--- config.mk ---
export PLATFORM = sky130hd
export DESIGN_NAME = converter_control
export DESIGN_NICKNAME = d
export VERILOG_FILES = /design/src/rtl/converter_pkg.sv /design/src/rtl/converter_control.sv
export SDC_FILE = /design/constraint.sdc
export NUM_CORES = 1
export LEC_CHECK = 0
export CAP_MARGIN = 20
export CELL_PAD_IN_SITES_DETAIL_PLACEMENT = 0
export CELL_PAD_IN_SITES_GLOBAL_PLACEMENT = 1
export CORE_UTILIZATION = 30
export CTS_BUF_LIST = sky130_fd_sc_hd__clkbuf_16
export DETAILED_ROUTE_END_ITERATION = 16
export DONT_BUFFER_PORTS = 1
export GPL_TIMING_DRIVEN = 0
export HOLD_SLACK_MARGIN = 0.12
export PLACE_DENSITY = 0.63
export SYNTH_ARGS = -nofsm -noshare
export SYNTH_HDL_FRONTEND = slang
export SYNTH_SLANG_ARGS = --single-unit
--- constraint.sdc ---
create_clock -name aclk -period 3.55 [get_ports aclk]
set_input_delay 0 -clock aclk [delete_from_list [all_inputs] [get_ports aclk]]
set_output_delay 0 -clock aclk [all_outputs]
set_load 0.1 [all_outputs]
--- src/rtl/converter_pkg.sv ---
// Purpose: shared constants for the converter control block
// Assumes: 32-bit AXI4-Lite register bus, 25 MHz aclk
// Notes:   all registers are 8 bits wide in byte lane 0
package converter_pkg;

    // ==================================================================
    // bus geometry
    localparam int          ADDR_W            = 5;
    localparam int          DATA_W            = 32;
    localparam logic [1:0]  RESP_OKAY         = 2'b00;
    localparam logic [1:0]  RESP_SLVERR       = 2'b10;

    // ==================================================================
    // register offsets (byte addresses)
    localparam logic [4:0]  OFF_CTRL_ZERO     = 5'h00;
    localparam logic [4:0]  OFF_CTRL_ONE      = 5'h04;
    localparam logic [4:0]  OFF_CTRL_TWO      = 5'h08;
    localparam logic [4:0]  OFF_RESULT_HIGH   = 5'h0C;
    localparam logic [4:0]  OFF_RESULT_LOW    = 5'h10;
    localparam logic [4:0]  OFF_IRQ_STATUS    = 5'h14;
    localparam logic [4:0]  OFF_IRQ_MASK      = 5'h18;

    // ==================================================================
    // field positions
    localparam int          ON_BIT            = 0;
    localparam int          GO_BIT            = 1;
    localparam int          CHS_LSB           = 2;
    localparam int          REF_LSB           = 4;
    localparam int          PCFG_LSB          = 0;
    localparam int          JUSTIFY_BIT       = 7;
    localparam int          CLKSEL_LSB        = 0;
    localparam int          DONE_BIT          = 0;

    // ==================================================================
    // reset values
    localparam logic [7:0]  CTRL_RESET        = 8'h00;
    localparam logic [7:0]  RESULT_RESET      = 8'h00;

    // ==================================================================
    // conversion geometry and timing
    localparam int          RESULT_W          = 10;
    localparam int          NUM_INPUTS        = 16;
    localparam int          SMALL_INPUTS      = 12;
    localparam logic [3:0]  PCFG_ALL_DIGITAL  = 4'hF;
    localparam logic [3:0]  PCFG_LAST_INPUT   = 4'hE;
    localparam logic [3:0]  TAD_PER_CONV      = 4'hC;
    localparam logic [3:0]  LAST_BIT_TAD      = 4'hA;
    localparam int          CLK_PERIOD_NS     = 40;
    localparam int          RC_PERIOD_NS      = 1000;
    localparam logic [6:0]  RC_DIV_CYCLES     =
        7'((RC_PERIOD_NS + CLK_PERIOD_NS - 1) / CLK_PERIOD_NS);
    localparam logic [6:0]  DIV2              = 7'h02;
    localparam logic [6:0]  DIV4              = 7'h04;
    localparam logic [6:0]  DIV8              = 7'h08;
    localparam logic [6:0]  DIV16             = 7'h10;
    localparam logic [6:0]  DIV32             = 7'h20;
    localparam logic [6:0]  DIV64             = 7'h40;

endpackage : converter_pkg

--- src/rtl/converter_control.sv ---
// Purpose: control of a 10-bit successive-approximation converter
// Assumes: analog mux, reference switches, dac and comparator outside
// Notes:   registers over AXI4-Lite; one level interrupt
//
// The address map and the AXI4-Lite interface to the registers are this design's own decisions.
`timescale 1ns/100ps

module converter_control
#(
    parameter bit LARGE_PACKAGE = 1'b1
) (
    input  wire logic                            aclk,
    input  wire logic                            aresetn,
    input  wire logic [converter_pkg::ADDR_W-1:0] awaddr,
    input  wire logic                            awvalid,
    output logic                                 awready,
    input  wire logic [converter_pkg::DATA_W-1:0] wdata,
    input  wire logic [3:0]                      wstrb,
    input  wire logic                            wvalid,
    output logic                                 wready,
    output logic [1:0]                           bresp,
    output logic                                 bvalid,
    input  wire logic                            bready,
    input  wire logic [converter_pkg::ADDR_W-1:0] araddr,
    input  wire logic                            arvalid,
    output logic                                 arready,
    output logic [converter_pkg::DATA_W-1:0]     rdata,
    output logic [1:0]                           rresp,
    output logic                                 rvalid,
    input  wire logic                            rready,
    input  wire logic                            comparator_high,
    output logic [converter_pkg::NUM_INPUTS-1:0] channel_route,
    output logic [converter_pkg::NUM_INPUTS-1:0] analog_pin_mask,
    output logic [1:0]                           reference_select,
    output logic                                 converter_enable,
    output logic                                 sample_hold,
    output logic [converter_pkg::RESULT_W-1:0]   dac_code,
    output logic                                 irq
);
    import converter_pkg::*;

    // ==================================================================
    // state
    logic                  aw_full_q, w_full_q, bvalid_q, rvalid_q;
    logic [ADDR_W-1:0]     aw_addr_q, rd_addr_q;
    logic [7:0]            w_data_q;
    logic                  w_lane_q;
    logic [1:0]            bresp_q, rresp_q;
    logic [DATA_W-1:0]     rdata_q;
    logic                  on_q, go_q, justify_q, done_flag_q, done_mask_q;
    logic [3:0]            channel_select_q, pin_analog_config_q;
    logic [1:0]            reference_select_q;
    logic [2:0]            conversion_clock_select_q;
    logic [7:0]            result_high_byte_q, result_low_byte_q;
    logic [6:0]            div_q, tad_cnt_q;
    logic [3:0]            tad_idx_q;
    logic [RESULT_W-1:0]   sar_q, dac_q;
    logic [9:0]            conv_cyc_q;

    // ==================================================================
    // bus decode
    wire logic [4:0] wr_off  = {aw_addr_q[4:2], 2'b00};
    wire logic [4:0] rd_off  = {araddr[4:2], 2'b00};
    wire logic       wr_fire = aw_full_q && w_full_q && !bvalid_q;
    wire logic       rd_fire = arvalid && arready;
    wire logic       wr_en   = wr_fire && w_lane_q;
    wire logic       wr_ctrl0 = wr_en && (wr_off == OFF_CTRL_ZERO);
    wire logic       wr_ctrl1 = wr_en && (wr_off == OFF_CTRL_ONE);
    wire logic       wr_ctrl2 = wr_en && (wr_off == OFF_CTRL_TWO);
    wire logic       wr_mask  = wr_en && (wr_off == OFF_IRQ_MASK);
    wire logic       wr_hit   = (wr_off <= OFF_IRQ_MASK);
    wire logic       rd_hit   = (rd_off <= OFF_IRQ_MASK);
    wire logic       rd_status = rd_fire && (rd_off == OFF_IRQ_STATUS);

    assign awready = !aw_full_q;
    assign wready  = !w_full_q;
    assign arready = !rvalid_q;
    assign bvalid  = bvalid_q;
    assign bresp   = bresp_q;
    assign rvalid  = rvalid_q;
    assign rresp   = rresp_q;
    assign rdata   = rdata_q;

    // ==================================================================
    // register views
    wire logic [7:0] ctrl0_view = {2'b00, channel_select_q, go_q, on_q};
    wire logic [7:0] ctrl1_view = {2'b00, reference_select_q, pin_analog_config_q};
    wire logic [7:0] ctrl2_view = {justify_q, 4'h0, conversion_clock_select_q};
    wire logic [7:0] rd_byte =
        (rd_off == OFF_CTRL_ZERO)   ? ctrl0_view :
        (rd_off == OFF_CTRL_ONE)    ? ctrl1_view :
        (rd_off == OFF_CTRL_TWO)    ? ctrl2_view :
        (rd_off == OFF_RESULT_HIGH) ? result_high_byte_q :
        (rd_off == OFF_RESULT_LOW)  ? result_low_byte_q :
        (rd_off == OFF_IRQ_STATUS)  ? {7'h00, done_flag_q} :
        (rd_off == OFF_IRQ_MASK)    ? {7'h00, done_mask_q} : 8'h00;

    // ==================================================================
    // conversion control
    wire logic new_on    = w_data_q[ON_BIT];
    // go may only rise from idle and with the module on in the same write
    wire logic start_conv = wr_ctrl0 && new_on && w_data_q[GO_BIT] && !go_q;
    wire logic tad_tick  = go_q && (tad_cnt_q == div_q - 7'h01);
    wire logic done_pulse = tad_tick && (tad_idx_q == TAD_PER_CONV - 4'h1);
    wire logic sar_step  = tad_tick && (tad_idx_q != 4'h0) && (tad_idx_q <= LAST_BIT_TAD);
    wire logic [RESULT_W-1:0] sar_keep = comparator_high ? dac_q : sar_q;
    wire logic [RESULT_W-1:0] next_trial = 10'h200 >> tad_idx_q;
    logic [6:0] div_sel;

    always_comb begin
        unique case (conversion_clock_select_q)
            3'b000:  div_sel = DIV2;
            3'b001:  div_sel = DIV8;
            3'b010:  div_sel = DIV32;
            3'b100:  div_sel = DIV4;
            3'b101:  div_sel = DIV16;
            3'b110:  div_sel = DIV64;
            3'b011, 3'b111: div_sel = RC_DIV_CYCLES;
        endcase
    end

    // ==================================================================
    // pin outputs
    genvar gi;
    generate
        for (gi = 0; gi < NUM_INPUTS; gi++) begin : g_inputs
            localparam bit EXISTS = LARGE_PACKAGE || (gi < SMALL_INPUTS);
            assign channel_route[gi] = EXISTS && (channel_select_q == 4'(gi));
            assign analog_pin_mask[gi] = EXISTS &&
                (pin_analog_config_q != PCFG_ALL_DIGITAL) &&
                (5'(gi) + 5'(pin_analog_config_q) <= 5'(PCFG_LAST_INPUT) ||
                 pin_analog_config_q == 4'h0);
        end
    endgenerate

    assign reference_select = reference_select_q;
    assign converter_enable = on_q;
    assign sample_hold      = go_q;
    assign dac_code         = dac_q;
    assign irq              = done_flag_q && done_mask_q;

    // ==================================================================
    // bus channel registers
    always_ff @(posedge aclk) begin
        if (!aresetn) begin
            aw_full_q <= 1'b0;
            w_full_q  <= 1'b0;
            aw_addr_q <= '0;
            w_data_q  <= 8'h00;
            w_lane_q  <= 1'b0;
        end else begin
            if (awvalid && awready) begin
                aw_full_q <= 1'b1;
                aw_addr_q <= awaddr;
            end else if (wr_fire) begin
                aw_full_q <= 1'b0;
            end
            if (wvalid && wready) begin
                w_full_q <= 1'b1;
                w_data_q <= wdata[7:0];
                w_lane_q <= wstrb[0];
            end else if (wr_fire) begin
                w_full_q <= 1'b0;
            end
        end
    end

    always_ff @(posedge aclk) begin
        if (!aresetn) begin
            bvalid_q  <= 1'b0;
            bresp_q   <= RESP_OKAY;
            rvalid_q  <= 1'b0;
            rresp_q   <= RESP_OKAY;
            rdata_q   <= '0;
            rd_addr_q <= '0;
        end else begin
            if (wr_fire) begin
                bvalid_q <= 1'b1;
                bresp_q  <= wr_hit ? RESP_OKAY : RESP_SLVERR;
            end else if (bready) begin
                bvalid_q <= 1'b0;
            end
            if (rd_fire) begin
                rvalid_q  <= 1'b1;
                rresp_q   <= rd_hit ? RESP_OKAY : RESP_SLVERR;
                rdata_q   <= {24'h000000, rd_byte};
                rd_addr_q <= araddr;
            end else if (rready) begin
                rvalid_q <= 1'b0;
            end
        end
    end

    // ==================================================================
    // control registers
    always_ff @(posedge aclk) begin
        if (!aresetn) begin
            on_q                      <= CTRL_RESET[ON_BIT];
            channel_select_q          <= CTRL_RESET[5:2];
            reference_select_q        <= CTRL_RESET[5:4];
            pin_analog_config_q       <= CTRL_RESET[3:0];
            justify_q                 <= CTRL_RESET[JUSTIFY_BIT];
            conversion_clock_select_q <= CTRL_RESET[2:0];
            done_mask_q               <= CTRL_RESET[DONE_BIT];
        end else begin
            if (wr_ctrl0) begin
                on_q             <= new_on;
                channel_select_q <= w_data_q[CHS_LSB +: 4];
            end
            if (wr_ctrl1) begin
                reference_select_q  <= w_data_q[REF_LSB +: 2];
                pin_analog_config_q <= w_data_q[PCFG_LSB +: 4];
            end
            if (wr_ctrl2) begin
                justify_q                 <= w_data_q[JUSTIFY_BIT];
                conversion_clock_select_q <= w_data_q[CLKSEL_LSB +: 3];
            end
            if (wr_mask) begin
                done_mask_q <= w_data_q[DONE_BIT];
            end
        end
    end

    // ==================================================================
    // conversion sequencer
    always_ff @(posedge aclk) begin
        if (!aresetn) begin
            go_q      <= 1'b0;
            div_q     <= DIV2;
            tad_cnt_q <= 7'h00;
            tad_idx_q <= 4'h0;
            sar_q     <= '0;
            dac_q     <= '0;
        end else if (start_conv) begin
            go_q      <= 1'b1;
            div_q     <= div_sel;
            tad_cnt_q <= 7'h00;
            tad_idx_q <= 4'h0;
            sar_q     <= '0;
            dac_q     <= 10'h200;
        end else if (go_q) begin
            // switching the module off aborts the conversion at once
            if (wr_ctrl0 && !new_on) begin
                go_q <= 1'b0;
            end else if (done_pulse) begin
                go_q <= 1'b0;
            end
            tad_cnt_q <= tad_tick ? 7'h00 : tad_cnt_q + 7'h01;
            if (tad_tick) begin
                tad_idx_q <= tad_idx_q + 4'h1;
            end
            if (sar_step) begin
                sar_q <= sar_keep;
                dac_q <= (tad_idx_q == LAST_BIT_TAD) ? sar_keep : (sar_keep | next_trial);
            end
        end
    end

    // ==================================================================
    // result and interrupt flag
    always_ff @(posedge aclk) begin
        if (!aresetn) begin
            result_high_byte_q <= RESULT_RESET;
            result_low_byte_q  <= RESULT_RESET;
            done_flag_q        <= 1'b0;
        end else begin
            if (done_pulse) begin
                result_high_byte_q <= justify_q ? {6'h00, sar_q[9:8]} : sar_q[9:2];
                result_low_byte_q  <= justify_q ? sar_q[7:0] : {sar_q[1:0], 6'h00};
            end
            // a completion in the cycle of a status read is kept
            if (done_pulse) begin
                done_flag_q <= 1'b1;
            end else if (rd_status) begin
                done_flag_q <= 1'b0;
            end
        end
    end

    // ==================================================================
    // checks
    always_ff @(posedge aclk) begin
        if (!aresetn || !go_q) begin
            conv_cyc_q <= 10'h000;
        end else begin
            conv_cyc_q <= conv_cyc_q + 10'h001;
        end
    end
endmodule : converter_control

==> out/metrics.yaml, run 1 <==
maxSlewHeadroom: 0.206
status: "finished, final reports clean"
cts_buffer_depth: 2
num_vias: 4965
grt_pass1_vias: 4766
routed_wl_um: 16100
clk_pin_slew_ps: 70
drv_slew: 0
hold_violations: 0
worstPathMaxFanout: 11
ys_async_sr_fraction: 0
portBuffers: 0
ant_nets: 0
avgSynthCellArea_um2: 8.60
path_cells: "clkbuf_1, inv_2, ha_2, nand2_1, a21o_1, a22oi_2"
cts_tree: "built"
num_io_pins: 142
hold_class: "primary input to flip-flop"
maxCapViolations: 0
antenna_found_initial: 0
cp_slowest_cell: "a22oi_2"
core_um2: 18900
grt_first_pass_wirelength_um: 25700
worst_slack_ps: 173
r2r_slack_ps: 310
critPathTopFamily: "compound AO/OA/AOI/OAI gates"
post_cts_buffers: 0
dr.pass1.iters: 4
gp_congestion: 0.864
dp_slack_ps: 80.2
cts_htree_levels: 3
timing.rr.end: "sar_q[4]"
antenna_cells: 0
finClkSkew_ps: 8.47
p_leak_nw: 2.72
post-route-min-period_ps: 3380
max_freq_mhz: 296
synth_ff_type: "dfxtp_1"
critPathMaxStageDelay_ps: 890
final_cells: 1010
p_per_area_nw_per_um2: 350
die_w_um: 141
start_util: 0.309
final_area_um2: 7000
fin_crit_sh: 0.951
setup.worst_path.end_class: "output pin"
grt.overflow.total: 0
rr_worst_depth: 8
yosysWarnings: 0
clk_latency_ps: 350
r2r-start: "bvalid"
syn_area_um2: 5830
grt_max_degree: 17
critPathLaunchType: "flip-flop"
worst-path-buf-inv: 2
final_nets: 817
std_cell_rows: 50
ys_seq_area_frac: 0.333
post-place-cells: 970
cp_num_cells: 6
die_area_um2: 20000
critPathCapture: "analog_pin_mask[9]"
final_common_cell: "dfxtp_1"
synth_edf_count: 0
setup_viol: 0
rsz0062_at_grt: "false"
drt-vias-per-instance: 4.92
numCtsBuffers: 9
cp.required_ps: 3550
drive_above_1_share: 0.124
dpl.hpwl_um: 12100
drc: 0
vdd_drop_max_mv: 0.225
die_h_um: 141
crit_start: "pin_analog_config_q[2]"
grt_usage: 0.164
arrival_ps: 3380
numClockSinks: 97
synthCells: 678
syn2layout_area_growth_pct: 20.0
post_drt_wl_per_cell_um: 15.9
ys_seq_elements: 97
placed_area_um2: 6460
crit_type: "flip-flop to output pin"
synth_cell_type_count: 67
worstMarginPinSlew_ps: 1190
drt_iter0_drc: 312
root_buffer: "clkbuf_16"
layout_common_cells: "dfxtp_1, nand2_1, mux2i_1"
[metrics by stage]
step	setup TNS [ps]	hold WS (ps)	utilization	total power [mW]
after floorplan	-1220	116	-	1.43
after global routing	0	146	0.370	2.55
after detailed placement	0	133	0.342	1.47
after CTS	0	140	0.370	2.48
after global placement	-2900	121	0.331	1.46
final	0	126	0.370	2.45
[kinds of logic (layout without fill, tap and decap cells)]
kind of cell    Yosys count  in the layout  share of synthesized area
xor+xnor                 15             15                     0.0249
compound gates          130            130                      0.183
flops                    97             97                      0.333
fa+ha+maj                18             18                     0.0386
other cells               1             26                   0.000643
buf+inv                 101            148                     0.0865
mux                      68             68                      0.118
simple gates            248            248                      0.215
[metal layers]
metal	share of wire	GRT usage
met4	0.0070	0.0458
met5	0	0
met3	0.062	0.0398
met2	0.46	0.274
met1	0.47	0.208
[cells in the mapped netlist, types with 3 or more instances]
cell       instances  area (um2)
buf_4             27         203
dfxtp_1           97        1940
and3b_1            3        26.3
a2111o_1           9         101
nand3_1           20         100
o21a_1             3        22.5
nor2b_1           45         282
o211ai_1           8        60.1
nor2_1            31         116
o2bb2ai_1          4        35.0
a21boi_0          15         113
nand2b_1           8        50.1
mux2i_1           63         631
inv_1             17        63.8
o21ai_0           13        65.1
a2111oi_0         11        96.3
a22o_1             3        26.3
nand2_1           87         327
ha_1              18         225
mux2_2             5        56.3
nand4_1            8        50.1
nor3_1            15        75.1
or3_1              5        31.3
xnor2_1            8        70.1
a21oi_1           15        75.1
nor4_1             3        18.8
xor2_1             6        52.6
o311ai_0           3        26.3
nor3b_1            3        22.5
o211a_1           13         130
nand3b_1           8        60.1
a31oi_1            3        18.8
a211o_1            8        70.1
clkbuf_1          49         184
[layout make-up]
class,count,area [um2]
multi-input cells,505,3580
fillers,1956,11900
inverters,21,78.8
flip-flops and latches,97,1940
repair buffers,31,345
plain buffers,80,425
well taps,260,325
clock inverters,7,70.1
clock buffers,9,225
[worst min path at each step]
| stage | from | endpoint | slack [ps] | depth (start not counted) |
|---|---|---|---|---|
| floorplan | awvalid | aw_full_q | 120 | 2 |
| global placement | awvalid | aw_full_q | 120 | 2 |
| detailed placement | awvalid | aw_full_q | 130 | 2 |
| CTS | aresetn | justify_q | 140 | 2 |
| global route | aresetn | channel_select_q[3] | 150 | 2 |
| finish | aresetn | justify_q | 130 | 2 |
[worst register-to-register path, stage by stage, from the launching register on]
cell and delay (ps):
dfxtp_1 980, and3b_1 270, clkbuf_1 170, nand4_1 260
and2_1 190, clkbuf_1 410, clkbuf_1 500, nand2_1 200
mux2i_1 190
[power breakdown]
| part | total, mW | leakage, nW | internal [mW] | switching, mW |
|---|---|---|---|---|
| Sequential | 1.16 | 0.785 | 1.10 | 0.0569 |
| Combinational | 0.307 | 1.79 | 0.0819 | 0.225 |
| Clock | 0.979 | 0.146 | 0.546 | 0.433 |
[timing repair]
| action | CTS | global route |
|---|---|---|
| hold buffers | 24 | 0 |
| hold endpoints to repair | 32 | 0 |
| endpoints found under the setup margin | 6 | 0 |
| resized for setup | 1 | 0 |
[flip-flops by register name, indices dropped and copies added (netlist names), 2 cells and up]
| name | cells |
|---|---|
| rdata | 8 |
| tad_idx_q | 4 |
| pin_analog_config_q | 4 |
| tad_cnt_q | 7 |
| result_low_byte_q | 8 |
| reference_select | 2 |
| aw_addr_q | 3 |
| w_data_q | 7 |
| channel_select_q | 4 |
| conversion_clock_select_q | 3 |
| sar_q | 10 |
| div_q | 7 |
| dac_code | 10 |
| result_high_byte_q | 8 |
No activity file was read; power rests on OpenSTA's default activity.
==> run 2, diff against run 1 <==
--- a/config.mk
+++ b/config.mk
@@ -5,16 +5,18 @@
 export SDC_FILE = /design/constraint.sdc
 export NUM_CORES = 1
 export LEC_CHECK = 0
+export ABC_CLOCK_PERIOD_IN_PS = 3550
 export CAP_MARGIN = 20
 export CELL_PAD_IN_SITES_DETAIL_PLACEMENT = 0
 export CELL_PAD_IN_SITES_GLOBAL_PLACEMENT = 1
-export CORE_UTILIZATION = 30
+export CORE_UTILIZATION = 47
 export CTS_BUF_LIST = sky130_fd_sc_hd__clkbuf_16
 export DETAILED_ROUTE_END_ITERATION = 16
 export DONT_BUFFER_PORTS = 1
 export GPL_TIMING_DRIVEN = 0
 export HOLD_SLACK_MARGIN = 0.12
-export PLACE_DENSITY = 0.63
+export PLACE_DENSITY = 0.87
+export RECOVER_POWER = 50
 export SYNTH_ARGS = -nofsm -noshare
 export SYNTH_HDL_FRONTEND = slang
 export SYNTH_SLANG_ARGS = --single-unit
==> run 2 against run 1 <==
Against the previous run: the flow now finishes with violations (max-capacitance violations, max-slew violations); critical path depth is the same; count of clock-buffer cells in the layout is the same; sequential share of layout area grew 0.71 points; die area shrank 36%; wire length shrank 7.0%; register-to-register slack gained 170 ps; via count grew 1.7%; critical endpoint unchanged; highest routed layer unchanged.
==> out/metrics.yaml, run 2 (same netlist as run 1, synthesis figures left out) <==
grt_usage: 0.242  # +0.0785
setup.worst_path.end_class: "output pin"
pwr-share-comb: 0.128  # +0.003
antenna_found_initial: 0  # unchanged
post_cts_buffers: 0  # unchanged
finish.utilization: 0.565  # +0.195
setup_tns_ps: 0  # unchanged
max_freq_mhz: 296  # about the same
finClkSkew_ps: 7.14  # -1.33 ps
pwr-share-clk: 0.391  # -0.009
num_io_pins: 142  # unchanged
post_drt_wl_per_cell_um: 16.3  # +2.0%
post-route-min-period_ps: 3380  # +1.32 ps
r2r-start: "bvalid"
rsz0062_at_grt: "false"
layout_common_cells: "dfxtp_1, nand2_1, mux2i_1"
critPathCapture: "analog_pin_mask[9]"
crit_start: "pin_analog_config_q[3]"
drv_slew: 9  # +9
routed_wl_um: 15000  # -7.0%
drt_iter0_drc: 285  # -8.7%
placed_area_um2: 6340  # -1.8%
dp_slack_ps: 68.6  # -11.5 ps
numCtsBuffers: 9  # unchanged
grt_first_pass_wirelength_um: 24700  # -3.8%
p_per_area_nw_per_um2: 354  # +1.2%
final_cells: 921  # -8.8%
std_cell_rows: 40  # -20%
worstPathMaxFanout: 9  # -2
worstMarginPinSlew_ps: 1740  # +552 ps
root_buffer: "clkbuf_16"
start_util: 0.483  # +0.175
worst_slack_ps: 172  # -1.32 ps
cts_buffer_depth: 2  # unchanged
timing.rr.end: "sar_q[8]"
portBuffers: 0  # unchanged
numClockSinks: 97  # unchanged
post-place-cells: 878  # -9.5%
ant_nets: 0  # unchanged
internal_power_mw: 1.72  # -0.53%
vdd_drop_max_mv: 0.177  # -21%
antenna_cells: 0  # unchanged
clk_pin_slew_ps: 60  # about the same
drive_above_1_share: 0.0969  # -0.0271
final_common_cell: "dfxtp_1"
dr.pass1.iters: 5  # +1
arrival_ps: 3380  # about the same
critPathLaunchType: "flip-flop"
switching_share: 0.286  # -0.00595
gp_congestion: 0.852  # -1.3%
r2r_slack_ps: 480  # +170 ps
p_leak_nw: 2.71  # -0.42%
drt-vias-per-instance: 5.48  # +12%
cts_tree: "built"
maxSlewHeadroom: -0.167  # -0.373
cp_slowest_cell: "a22oi_2"
setup_viol: 0  # unchanged
crit_type: "flip-flop to output pin"
core_um2: 12100  # -36%
final_nets: 821  # +0.49%
p_switching_mw: 0.691  # -3.4%
syn2layout_area_growth_pct: 17.0
die_w_um: 113  # -20%
cts_htree_levels: 3  # unchanged
path_cells: "clkbuf_1, clkinv_1, ha_2, nand2_1, a21o_1, a22oi_2"
fin_crit_sh: 0.952  # about the same
dpl.hpwl_um: 11000  # -9.3%
drc: 0  # unchanged
critPathMaxStageDelay_ps: 900  # about the same
die_area_um2: 12900  # -36%
violations: "max-capacitance violations, max-slew violations"
maxCapViolations: 9  # +9
power_frac_seq: 0.481  # +0.007
final_area_um2: 6820  # -2.5%
grt_max_degree: 15  # -2
die_h_um: 113  # -20%
grt_pass1_vias: 4932  # +3.5%
status: "finished with violations"
rr_worst_depth: 8  # unchanged
hold_violations: 0  # unchanged
num_vias: 5051  # +1.7%
clk_latency_ps: 350  # about the same
cp.required_ps: 3550  # about the same
hold_class: "primary input to flip-flop"
grt.overflow.total: 0  # unchanged
[run 2: cell count changes in the layout (fill, tap and decap cells not counted), moves of 2 or more]
cell and change:
buf_8 -4, clkbuf_1 +4, clkinv_2 -2, dlygate4sd3_1 +4, inv_1 +3, nor2_1 +9
nor2_2 -9, nor3_1 +2, nor3_2 -2
[run 2: repair_timing]
item                       in CTS  in global routing
resized for setup               1                  0
hold endpoints to repair       34                  0
hold buffers                   28                  0
setup endpoints to repair       6                  0
[run 2: area by class of cell]
cell class,count,area (um2)
Clock buffer,9,225
Clock inverter,6,53.8
Sequential cell,97,1940
Timing Repair Buffer,35,340
Tap cell,168,210
Inverter,21,78.8
Buffer,80,425
Multi-Input combinational cell,505,3540
Fill cell,1114,5240
[run 2: power by group through the flow]
stage	Sequential [mW]	Clock, mW	Combinational, mW
after global routing	1.16	1.01	0.327
after floorplan	1.18	0	0.251
after detailed placement	1.19	0	0.278
after global placement	1.18	0	0.275
after CTS	1.16	0.959	0.307
final	1.16	0.942	0.309
[run 2: layer usage]
layer | GRT usage | part of all wire | wire [um]
met1 | 0.289 | 0.44 | 6520
met2 | 0.422 | 0.49 | 7290
met3 | 0.0712 | 0.065 | 976
met4 | 0.0684 | 0.013 | 196
met5 | 0 | 0 | 0
[run 2: worst max-delay path, delay by kind of cell (launching register included)]
family	cells	cell delay, ps
flip-flops	1	340
buffers and inverters	2	490
AO/OA/AOI/OAI	2	1180
adder cells (fa/ha/maj)	1	630
AND/OR/NAND/NOR	1	380
[run 2: worst min-delay path by stage]
stage                        from  cells past startpoint                     to
after floorplan           awvalid                      2              aw_full_q
after global placement     wvalid                      2               w_full_q
after detailed placement   wvalid                      2               w_full_q
after CTS                 aresetn                      3           tad_cnt_q[1]
after global routing      aresetn                      3  result_high_byte_q[2]
final                     aresetn                      3           tad_cnt_q[1]
[run 2: through the flow]
step | total power [mW] | hold slack [ps]
floorplan | 1.43 | 116
global placement | 1.46 | 120
detailed placement | 1.46 | 124
CTS | 2.43 | 134
global route | 2.50 | 168
finish | 2.41 | 133
==> run 3, diff against run 2 <==
--- a/config.mk
+++ b/config.mk
@@ -9,6 +9,7 @@
 export CAP_MARGIN = 20
 export CELL_PAD_IN_SITES_DETAIL_PLACEMENT = 0
 export CELL_PAD_IN_SITES_GLOBAL_PLACEMENT = 1
+export CORE_MARGIN = 4
 export CORE_UTILIZATION = 47
 export CTS_BUF_LIST = sky130_fd_sc_hd__clkbuf_16
 export DETAILED_ROUTE_END_ITERATION = 16
==> run 3 against run 2 <==
Against the previous run: the flow still finishes with violations (max-capacitance violations, max-slew violations); die area grew 11%; utilization increased by 0.50 points; cell area grew 0.88%; critical path depth grew 1; sequential cell count is the same; global-route usage fell by 3.2 points; hold slack gained 23 ps; register-to-register slack about the same; sequential share of layout area down 0.25 points.
==> out/metrics.yaml, run 3 (same netlist as run 1, synthesis figures left out) <==
worstPathMaxFanout: 10  # +1
dpl.hpwl_um: 11200  # +2.1%
antenna_found_initial: 0  # unchanged
syn2layout_area_growth_pct: 18.0
switching_share: 0.277  # -0.00876
final_area_um2: 6880  # +0.88%
drv_slew: 9  # unchanged
worstHoldStart: "aresetn"
hold_ws_ps: 156  # +22.7 ps
numCtsBuffers: 9  # unchanged
placed_area_um2: 6360  # +0.24%
drive_above_1_share: 0.0981  # +0.00120
dp_slack_ps: 76.2  # +7.60 ps
drc: 0  # unchanged
status: "finished with violations"
r2r-start: "bvalid"
violations: "max-capacitance violations, max-slew violations"
clk_latency_ps: 350  # about the same
hold_violations: 0  # unchanged
final_nets: 822  # +0.12%
maxSlewHeadroom: -0.171  # -0.00414
root_buffer: "clkbuf_16"
post_cts_buffers: 0  # unchanged
finish.utilization: 0.570  # +0.00498
dr.pass1.iters: 5  # unchanged
arrival_ps: 3190  # -190 ps
pwr-share-clk: 0.407  # +0.016
num_io_pins: 142  # unchanged
routed_wl_um: 15000  # +0.43%
p_leak_nw: 2.73  # +0.82%
final_cells: 922  # +0.11%
crit_start: "pin_analog_config_q[1]"
setup_tns_ps: 0  # unchanged
hold_class: "primary input to flip-flop"
grt_usage: 0.210  # -0.0317
max_freq_mhz: 313  # +5.8%
cts_htree_levels: 3  # unchanged
die_w_um: 119  # +5.3%
std_cell_rows: 40  # unchanged
start_util: 0.483  # unchanged
portBuffers: 0  # unchanged
die_area_um2: 14200  # +11%
n_fill_cell: 1110  # -0.36%
setup.worst_path.end_class: "output pin"
gp_congestion: 0.874  # +2.5%
internal_power_mw: 1.79  # +4.1%
finClkSkew_ps: 8.72  # +1.58 ps
grt_pass1_vias: 4914  # -0.36%
core_um2: 12100  # unchanged
critPathLaunchType: "flip-flop"
power_frac_seq: 0.468  # -0.013
clk_pin_slew_ps: 70  # about the same
vdd_drop_max_mv: 0.177  # -0.32%
antenna_cells: 0  # unchanged
post-place-cells: 879  # +0.11%
post-route-min-period_ps: 3190  # -186 ps
pwr-share-comb: 0.125  # -0.003
grt_first_pass_wirelength_um: 24800  # +0.39%
layout_common_cells: "dfxtp_1, nand2_1, mux2i_1"
num_vias: 5074  # +0.46%
post_drt_wl_per_cell_um: 16.3  # +0.32%
fin_crit_sh: 0.899  # -0.0525
final_common_cell: "dfxtp_1"
p_per_area_nw_per_um2: 361  # +2.0%
cts_tree: "built"
p_switching_mw: 0.689  # -0.28%
die_h_um: 119  # +5.3%
crit_type: "flip-flop to output pin"
drt_iter0_drc: 340  # +19%
cp.required_ps: 3550  # about the same
cts_buffer_depth: 2  # unchanged
drt-vias-per-instance: 5.50  # +0.35%
worst_slack_ps: 358  # +186 ps
worstMarginPinSlew_ps: 1750  # +6.18 ps
grt_max_degree: 15  # unchanged
grt.overflow.total: 0  # unchanged
numClockSinks: 97  # unchanged
maxCapViolations: 9  # unchanged
rsz0062_at_grt: "false"
ant_nets: 0  # unchanged
setup_viol: 0  # unchanged
total_power_mw: 2.48  # +2.9%
## run 3: cell count changes in the layout (fill, tap and decap cells not counted)
cell | previous run | this run
clkbuf_1 | 53 | 51
clkinvlp_4 | 1 | 0
nor3_2 | 4 | 2
buf_8 | 3 | 6
ha_4 | 0 | 1
inv_1 | 20 | 19
clkinv_1 | 2 | 3
ha_2 | 1 | 0
nor3_1 | 11 | 13
bufinv_16 | 1 | 2
## run 3: worst max-delay path, cell delays in order (launching register included)
cell and delay [ps]:
dfxtp_1 470, clkbuf_1 350, inv_1 160, ha_1 330, nand2b_1 160, a21oi_1 90, a31o_2 280, a32oi_2 990
## run 3: metal layers
layer	part of all wire	vias to the layer above	GRT usage
li1	-	2496	-
met1	0.43	2429	0.259
met2	0.49	130	0.355
met3	0.067	19	0.0603
met4	0.015	0	0.0659
met5	0	-	0
## run 3: power groups by stage
| stage | Sequential (mW) | Clock [mW] | Combinational (mW) |
|---|---|---|---|
| after global routing | 1.16 | 1.08 | 0.325 |
| after global placement | 1.18 | 0 | 0.275 |
| after detailed placement | 1.19 | 0 | 0.278 |
| final | 1.16 | 1.01 | 0.310 |
| after floorplan | 1.18 | 0 | 0.251 |
| after CTS | 1.16 | 1.03 | 0.307 |
## run 3: what timing repair did
item                                    in CTS  in global routing
hold buffers                                28                  0
pin swaps                                    0                  1
resized for setup                            1                  1
endpoints found under the setup margin       5                  1
endpoints found under the hold margin       43                  0
## run 3: worst paths after layout
check | end | slack [ps] | depth (start not counted)
max | analog_pin_mask[1] | 360 | 7
min | tad_cnt_q[1] | 160 | 3
max reg2reg | sar_q[6] | 490 | 8
min reg2reg | result_high_byte_q[1] | 460 | 2
## run 3: layout make-up
cell class / instances / area (um2) / share of cell area
inverters: 21 / 78.8 / 0.0115
repair buffers: 36 / 378 / 0.0549
clock buffers: 9 / 225 / 0.0327
well taps: 168 / 210 / 0.0306
clock inverters: 6 / 76.3 / 0.0111
plain buffers: 80 / 425 / 0.0618
flip-flops and latches: 97 / 1940 / 0.282
multi-input cells: 505 / 3540 / 0.515
